## config.mk

```make
export PLATFORM = sky130hd
export DESIGN_NAME = eecc_channel
export DESIGN_NICKNAME = d
export VERILOG_FILES = /design/src/common/eecc_pkg.sv /design/src/rtl/eecc_channel.sv /design/src/rtl/eecc_sync_edge.sv
export SDC_FILE = /design/constraint.sdc
export NUM_CORES = 1
export LEC_CHECK = 0
export BUFFER_PORTS_ARGS = -buffer_cell sky130_fd_sc_hd__clkbuf_2
export CAP_MARGIN = 20
export CORE_UTILIZATION = 50
export DETAILED_ROUTE_END_ITERATION = 10
export PLACE_DENSITY = 0.73
export SYNTH_ARGS = -nofsm -noshare
export SYNTH_HDL_FRONTEND = slang
export SYNTH_SLANG_ARGS = --single-unit
```

## constraint.sdc

```tcl
create_clock -name sys_clk -period 10.3 [get_ports sys_clk]
set_clock_uncertainty 0.15 [all_clocks]
set_input_delay 1.545 -clock sys_clk [delete_from_list [all_inputs] [get_ports sys_clk]]
set_output_delay 1.545 -clock sys_clk [all_outputs]
set_load 0.005 [all_outputs]
```

## src/common/eecc_pkg.sv

```systemverilog
package eecc_pkg;
   // register byte offsets
   localparam logic [7:0] EECC_OFS_CTRL = 8'h00;
   localparam logic [7:0] EECC_OFS_COMPARE = 8'h04;
   localparam logic [7:0] EECC_OFS_COUNT = 8'h08;
   localparam logic [7:0] EECC_OFS_STATUS = 8'h0C;
   localparam logic [7:0] EECC_OFS_CLEAR = 8'h10;
   localparam logic [7:0] EECC_OFS_IRQ_EN = 8'h14;
   // control field positions
   localparam int EECC_CTRL_MODE_LSB = 0;
   localparam int EECC_CTRL_EDGE_LSB = 2;
   localparam int EECC_CTRL_PHASE_LSB = 4;
   localparam int EECC_CTRL_INIT_BIT = 6;
   localparam int EECC_CTRL_ACT_LSB = 7;
   localparam int EECC_CTRL_ADC_BIT = 9;
   localparam int EECC_CTRL_RUN_BIT = 10;
   localparam int EECC_CTRL_W = 11;
   localparam logic [10:0] EECC_CTRL_RST = 11'h000;
   // status / clear / enable bit positions
   localparam int EECC_ST_OVF = 0;
   localparam int EECC_ST_UNF = 1;
   localparam int EECC_ST_MATCH = 2;
   localparam int EECC_ST_W = 3;
   localparam logic [2:0] EECC_ST_RST = 3'h0;
   localparam logic [31:0] EECC_CNT_RST = 32'h0000_0000;

   typedef enum logic [1:0] {EECC_FREE, EECC_PERIODIC, EECC_PHASE, EECC_IDLE} eecc_mode_t;
   typedef enum logic [1:0] {EECC_RISE, EECC_FALL, EECC_BOTH, EECC_NONE} eecc_edge_t;
   typedef enum logic [1:0] {EECC_PH1, EECC_PH2, EECC_PH3, EECC_PH4} eecc_phase_t;
   typedef enum logic [1:0] {EECC_OUT0, EECC_OUT1, EECC_TOGGLE, EECC_KEEP} eecc_act_t;
endpackage

```

## src/rtl/eecc_channel.sv

```systemverilog
// Design decisions made here: the register addresses and the strobed register port.
`timescale 1ns/1ns
module eecc_channel
   import eecc_pkg::*;
#(
   parameter int CHANNEL = 1,
   parameter int CW = 16
)
(
   input wire logic sys_clk, // system clock, 250 MHz
   input wire logic resetn, // async reset, active low
   input wire logic [7:0] addr, // register byte address
   input wire logic [31:0] wdata, // write data
   input wire logic wr, // write strobe
   input wire logic rd, // read strobe
   output logic [31:0] rdata, // read data, cycle after rd
   input wire logic ext_count_clk, // external count clock
   input wire logic phase_pin_a_ch1, // phase pin a, channel 1
   input wire logic phase_pin_b_ch1, // phase pin b, channel 1
   input wire logic phase_pin_a_ch2, // phase pin a, channel 2
   input wire logic phase_pin_b_ch2, // phase pin b, channel 2
   output logic compare_output_pin, // compare output
   output logic adc_start, // a/d start request pulse
   output logic irq // level interrupt
);
   localparam bit PHASE_OK = (CHANNEL == 1) || (CHANNEL == 2);
   localparam logic [CW-1:0] CMAX = {CW{1'b1}};

   logic ck_rise, ck_fall;
   logic a1_lvl, a1_rise, a1_fall, b1_lvl, b1_rise, b1_fall;
   logic a2_lvl, a2_rise, a2_fall, b2_lvl, b2_rise, b2_fall;

   // every external pin passes its own synchroniser first
   eecc_sync_edge u_ck (.sys_clk(sys_clk), .resetn(resetn), .pin(ext_count_clk),
      .level(), .rise(ck_rise), .fall(ck_fall));
   eecc_sync_edge u_a1 (.sys_clk(sys_clk), .resetn(resetn), .pin(phase_pin_a_ch1),
      .level(a1_lvl), .rise(a1_rise), .fall(a1_fall));
   eecc_sync_edge u_b1 (.sys_clk(sys_clk), .resetn(resetn), .pin(phase_pin_b_ch1),
      .level(b1_lvl), .rise(b1_rise), .fall(b1_fall));
   eecc_sync_edge u_a2 (.sys_clk(sys_clk), .resetn(resetn), .pin(phase_pin_a_ch2),
      .level(a2_lvl), .rise(a2_rise), .fall(a2_fall));
   eecc_sync_edge u_b2 (.sys_clk(sys_clk), .resetn(resetn), .pin(phase_pin_b_ch2),
      .level(b2_lvl), .rise(b2_rise), .fall(b2_fall));

   logic [EECC_CTRL_W-1:0] ctrl, next_ctrl;
   logic [CW-1:0] compare, next_compare;
   logic [CW-1:0] count, next_count;
   logic [EECC_ST_W-1:0] status, next_status;
   logic [EECC_ST_W-1:0] irq_en, next_irq_en;
   logic [31:0] next_rdata;
   logic next_pin, next_adc, next_irq;

   eecc_mode_t mode;
   eecc_edge_t edge_sel;
   eecc_phase_t ph_mode;
   eecc_act_t act;
   logic run, adc_en;
   assign mode = eecc_mode_t'(ctrl[EECC_CTRL_MODE_LSB +: 2]);
   assign edge_sel = eecc_edge_t'(ctrl[EECC_CTRL_EDGE_LSB +: 2]);
   assign ph_mode = eecc_phase_t'(ctrl[EECC_CTRL_PHASE_LSB +: 2]);
   assign act = eecc_act_t'(ctrl[EECC_CTRL_ACT_LSB +: 2]);
   assign adc_en = ctrl[EECC_CTRL_ADC_BIT];
   assign run = ctrl[EECC_CTRL_RUN_BIT];

   // pick the pin pair belonging to this channel
   logic pa, pa_r, pa_f, pb, pb_r, pb_f;
   assign pa = (CHANNEL == 2) ? a2_lvl : a1_lvl;
   assign pa_r = (CHANNEL == 2) ? a2_rise : a1_rise;
   assign pa_f = (CHANNEL == 2) ? a2_fall : a1_fall;
   assign pb = (CHANNEL == 2) ? b2_lvl : b1_lvl;
   assign pb_r = (CHANNEL == 2) ? b2_rise : b1_rise;
   assign pb_f = (CHANNEL == 2) ? b2_fall : b1_fall;

   logic cnt_evt, ph_up, ph_dn, up, dn, match_evt;
   logic ovf_evt, unf_evt, wr_hit;

   always_comb
   begin
      case (edge_sel)
         EECC_RISE: cnt_evt = ck_rise;
         EECC_FALL: cnt_evt = ck_fall;
         EECC_BOTH: cnt_evt = ck_rise | ck_fall;
         default: cnt_evt = 1'b0;
      endcase
      // sub-mode decode; a clash of up and down counts up
      case (ph_mode)
         EECC_PH1:
         begin
            ph_up = (pa & pb_r) | (~pa & pb_f) | (pa_r & ~pb) | (pa_f & pb);
            ph_dn = (pa & pb_f) | (~pa & pb_r) | (pa_r & pb) | (pa_f & ~pb);
         end
         EECC_PH2:
         begin
            ph_up = pa_f;
            ph_dn = 1'b0;
         end
         EECC_PH3:
         begin
            ph_up = pa_f & pb;
            ph_dn = pa & pb_f;
         end
         default:
         begin
            ph_up = (pa & pb_r) | (~pa & pb_f);
            ph_dn = (pa & pb_f) | (~pa & pb_r);
         end
      endcase
   end

   always_comb
   begin
      up = 1'b0;
      dn = 1'b0;
      match_evt = 1'b0;
      ovf_evt = 1'b0;
      unf_evt = 1'b0;
      next_count = count;
      wr_hit = wr && (addr == EECC_OFS_COUNT);
      if (run)
      begin
         case (mode)
            EECC_FREE:
               up = cnt_evt;
            EECC_PERIODIC:
            begin
               match_evt = cnt_evt && (count == compare);
               up = cnt_evt && !match_evt;
            end
            EECC_PHASE:
            begin
               up = PHASE_OK && ph_up;
               dn = PHASE_OK && ph_dn && !ph_up;
            end
            default: ;
         endcase
      end
      ovf_evt = up && (count == CMAX);
      unf_evt = dn && (count == '0);
      if (match_evt)
         next_count = '0;
      else if (up)
         next_count = count + 1'b1;
      else if (dn)
         next_count = count - 1'b1;
      // software load loses to nothing else in the same cycle
      if (wr_hit)
         next_count = wdata[CW-1:0];
   end

   always_comb
   begin
      next_ctrl = ctrl;
      next_compare = compare;
      next_irq_en = irq_en;
      next_status = status;
      if (wr && addr == EECC_OFS_CTRL)
         next_ctrl = wdata[EECC_CTRL_W-1:0];
      if (wr && addr == EECC_OFS_COMPARE)
         next_compare = wdata[CW-1:0];
      if (wr && addr == EECC_OFS_IRQ_EN)
         next_irq_en = wdata[EECC_ST_W-1:0];
      if (wr && addr == EECC_OFS_CLEAR)
         next_status = status & ~wdata[EECC_ST_W-1:0];
      // a new event beats a clear in the same cycle
      next_status[EECC_ST_OVF] = next_status[EECC_ST_OVF] | ovf_evt;
      next_status[EECC_ST_UNF] = next_status[EECC_ST_UNF] | unf_evt;
      next_status[EECC_ST_MATCH] = next_status[EECC_ST_MATCH] | match_evt;
      next_irq = |(next_status & next_irq_en);
      // pin rests at its initial level while not counting periodically;
      // a ctrl write reloads it, so a new initial level shows at once
      next_pin = compare_output_pin;
      if (!(run && mode == EECC_PERIODIC) || (wr && addr == EECC_OFS_CTRL))
         next_pin = next_ctrl[EECC_CTRL_INIT_BIT];
      else if (match_evt)
      begin
         case (act)
            EECC_OUT0: next_pin = 1'b0;
            EECC_OUT1: next_pin = 1'b1;
            EECC_TOGGLE: next_pin = ~compare_output_pin;
            default: next_pin = compare_output_pin;
         endcase
      end
      next_adc = match_evt && adc_en;
      next_rdata = 32'h0000_0000;
      if (rd)
      begin
         case (addr)
            EECC_OFS_CTRL: next_rdata[EECC_CTRL_W-1:0] = ctrl;
            EECC_OFS_COMPARE: next_rdata[CW-1:0] = compare;
            EECC_OFS_COUNT: next_rdata[CW-1:0] = count;
            EECC_OFS_STATUS: next_rdata[EECC_ST_W-1:0] = status;
            EECC_OFS_IRQ_EN: next_rdata[EECC_ST_W-1:0] = irq_en;
            default: next_rdata = 32'h0000_0000;
         endcase
      end
   end

   always_ff @(posedge sys_clk or negedge resetn)
   begin
      if (!resetn)
      begin
         ctrl <= EECC_CTRL_RST;
         compare <= EECC_CNT_RST[CW-1:0];
         count <= EECC_CNT_RST[CW-1:0];
         status <= EECC_ST_RST;
         irq_en <= EECC_ST_RST;
         rdata <= 32'h0000_0000;
         compare_output_pin <= 1'b0;
         adc_start <= 1'b0;
         irq <= 1'b0;
      end
      else
      begin
         ctrl <= next_ctrl;
         compare <= next_compare;
         count <= next_count;
         status <= next_status;
         irq_en <= next_irq_en;
         rdata <= next_rdata;
         compare_output_pin <= next_pin;
         adc_start <= next_adc;
         irq <= next_irq;
      end
   end
endmodule

```

## src/rtl/eecc_sync_edge.sv

```systemverilog
`timescale 1ns/1ns
module eecc_sync_edge
   import eecc_pkg::*;
(
   input wire logic sys_clk, // system clock
   input wire logic resetn, // async reset, active low
   input wire logic pin, // raw external pin
   output logic level, // synchronised level
   output logic rise, // one-cycle rising edge pulse
   output logic fall // one-cycle falling edge pulse
);
   logic meta;
   logic sync;
   logic last;

   // meta feeds only sync, never the edge logic
   always_ff @(posedge sys_clk or negedge resetn)
   begin
      if (!resetn)
      begin
         meta <= 1'b0;
         sync <= 1'b0;
         last <= 1'b0;
      end
      else
      begin
         meta <= pin;
         sync <= meta;
         last <= sync;
      end
   end

   assign level = sync;
   assign rise = sync & ~last;
   assign fall = ~sync & last;
endmodule

```

==> results by group <==
Timing
  – Final Max Tran Viols: 0
  – Final WS setup: 5770 ps
  – Slew margin rel.: 0.300
  – Setup TNS: 0 ps
  – Slew @ Worst Pin: 1050 ps
  – Max Freq: 221 MHz
  – Post-route minimum period: 4530 ps
  – # setup viols final: 0
  – Final hold vios: 0
  – Period utilization: 0.440
  – RSZ-0062 raised after global routing: no

Hold path
  – HP Class: reg -> reg

Floorplan
  – I/O pins: 84
  – Chip height: 97.7 um
  – Die ar.: 9550 sq um
  – Starting Density: 0.520
  – Core Footprint: 8810 sq um
  – Chip Width: 97.7 um
  – Cell row count: 34

CTS
  – Setup bufs post-CTS: 0
  – Htree depth: 3
  – CTS tree: yes
  – Post-CTS Resized: 0
  – Worst-skew pair later-pin latency: 360 ps
  – TritonCTS Buffers: 9
  – Clock Pin Slew Worst Setup and Hold Paths: 70 ps
  – CTS Sinks: 77
  – Clk root buf: clkbuf_8
  – CTS hold repair buffers: 0
  – Maximum buffer depth of the clock tree: 2

Synth
  – Synth top area share: 0.421
  – Ranking of synthesized cells by area: dfrtp_1 42%, mux2_2 6.4%, ha_1 6.0%
  – Top-count cell post-synth: dfrtp_1
  – Area leader, netlist: dfrtp_1
  – Post-synth top flop: dfrtp_1
  – Mean Syn Cell Area: 10.3 sq um
  – Cells after synthesis: 445
  – Post-synth EDFFs: 0
  – Commonest cells in the netlist: 77 x dfrtp_1, 36 x nand2_1, 34 x nor2_1, 26 x mux2_2, 23 x xnor2_1
  – #FFs+latches synth: 77
  – Post-Syn Area: 4580 sq um
  – Post-synth cell types: 64
  – Synth warnings: 0
  – Asr flop ratio synth: 1.00
  – Seq/Total Area, Yosys: 0.421

Place
  – DP Area: 4840 sq um
  – Final Wtd Congestion: 0.802
  – PortBufs: 49
  – Hpwl dp: 7730 um
  – Placed instance count: 588
  – Setup WS pre-CTS: 5800 ps

Setup path
  – Worst setup EP type: flip-flop
  – Delay-heaviest family, CP: compound AO/OA/AOI/OAI gates
  – Worst path required time: 10410 ps
  – Crit path kind: reg -> reg
  – Startpoint Class: flip-flop
  – CP Max Fanout: 17
  – Cells along the critical path: inv_1 -> ha_1 -> nand2b_1 -> a21oi_1 -> nor3_1 -> o32ai_2 -> inv_1 -> ha_1 -> a211oi_1 -> o21bai_1 -> o21a_1 -> a311oi_1 -> xnor2_1 -> mux2i_1 -> o31ai_1
  – CP max stage cell: o32ai_2
  – Buffers and inverters on the worst path: 2
  – Worst EP arrival: 4650 ps
  – Slowest cell delay on critical path: 710 ps

Power
  – Design Power: 0.843 mW
  – Lkg Pwr: 2.34 nW
  – Maximum vdd drop: 0.0692 mV
  – Power Density: 166 nW/um^2

Final layout
  – N_diodes: 0
  – Synthesis-to-finish area growth: 10.7%
  – Nets: 563
  – Fin cells: 603
  – Share of cells above drive strength 1: 0.210
  – Design area: 5070 sq um

Detailed routing
  – Total Wirelength: 10400 um
  – Drt wl/cell: 17.3 um
  – DRT iter0 DRCs: 240
  – DR vias/cell: 5.83
  – ANT nets after route: 0
  – DRC errors left: 18
  – DR vias: 3518
  – Drt first pass iters: 8

Global routing
  – GRT busiest layer: met2
  – Initial antenna violation count: 0
  – First-pass GRT wire length: 17100 um
  – GRT met1 Usage: 0.295
  – Met3 Use GR: 0.0424
  – Vias in the first global route: 3447
  – Met2 Usage GRT: 0.394
  – Total gr overflow: 0
  – Pin count of the biggest net entering global routing: 78
  – Tot GR Track Use: 0.231

Run status
  – Failing checks: DRC
  – Outcome: finished, violations left

Job
  – Max-cap viol count: 0
## cells in the final DEF (no fill, tap or decap), types with 3 or more instances in the layout
| master | Yosys | routed |
|---|---|---|
| nor3_1 | 7 | 7 |
| conb_1 | 1 | 16 |
| nand3_1 | 6 | 6 |
| mux4_2 | 3 | 3 |
| nor2b_1 | 10 | 10 |
| nand2_1 | 36 | 36 |
| nor2_1 | 34 | 34 |
| clkbuf_2 | 0 | 48 |
| dfrtp_1 | 77 | 77 |
| xnor2_1 | 23 | 23 |
| o21ai_1 | 11 | 11 |
| a211oi_1 | 4 | 4 |
| nand2b_1 | 5 | 5 |
| bufinv_16 | 0 | 3 |
| a22oi_1 | 8 | 8 |
| nand4_1 | 10 | 10 |
| a22o_1 | 3 | 3 |
| nand3b_1 | 3 | 3 |
| o21ai_0 | 12 | 12 |
| a21oi_1 | 21 | 21 |
| inv_1 | 12 | 12 |
| mux2i_1 | 20 | 20 |
| nor4_1 | 7 | 7 |
| mux2_2 | 26 | 26 |
| clkbuf_8 | 0 | 9 |
| ha_1 | 22 | 22 |
| o31ai_1 | 7 | 7 |
| and2_1 | 3 | 3 |
| xor2_1 | 7 | 7 |
## sequential cells by signal, indices dropped and copies added, names as in the netlist, 3 cells and up
| name | count |
|---|---|
| compare | 16 |
| count | 16 |
| rdata | 16 |
| ctrl | 11 |
| irq_en | 3 |
| status | 3 |
## path summary, 6_finish.rpt
path,slack [ps],to,from,depth (start not counted)
max in group asynchronous,8200,rdata[0],resetn,1
worst min register to register,200,u_a1.level,u_a1.meta,0
worst max register to register,5770,count[11],u_ck.last,15
min in group asynchronous,1180,rdata[15],resetn,1
worst min-delay path,200,u_a1.level,u_a1.meta,0
worst max-delay path,5770,count[11],u_ck.last,15
## cell families after synthesis
logic type	synth area share
compound gates	0.125
fa+ha+maj	0.0644
mux	0.126
xor+xnor	0.0573
flops	0.421
buf+inv	0.0500
other cells	0.000818
simple gates	0.157
## per-stage QoR
stage	utilization	hold slack, ps
2_1_floorplan	-	181
3_3_place_gp	0.550	182
3_5_place_dp	0.550	188
4_1_cts	0.576	205
5_1_grt	0.576	208
6_report	0.576	202
## metal layers
| metal | routed length (um) | share of wire |
|---|---|---|
| met2 | 5140 | 0.49 |
| met1 | 4530 | 0.43 |
| met5 | 0 | 0 |
| met3 | 546 | 0.052 |
| met4 | 227 | 0.022 |
## power breakdown
| part | switching, mW | internal, mW |
|---|---|---|
| sequential | 0.0467 | 0.328 |
| clock | 0.107 | 0.159 |
| combinational | 0.109 | 0.0954 |
## layout make-up
class / count / area [sq um]
flip-flops and latches: 77 / 1930
repair buffers: 50 / 255
fillers: 739 / 3730
multi-input cells: 341 / 2480
well taps: 108 / 135
clock inverters: 5 / 100
inverters: 12 / 45.0
clock buffers: 10 / 128
(Power assumes the default switching activity.)
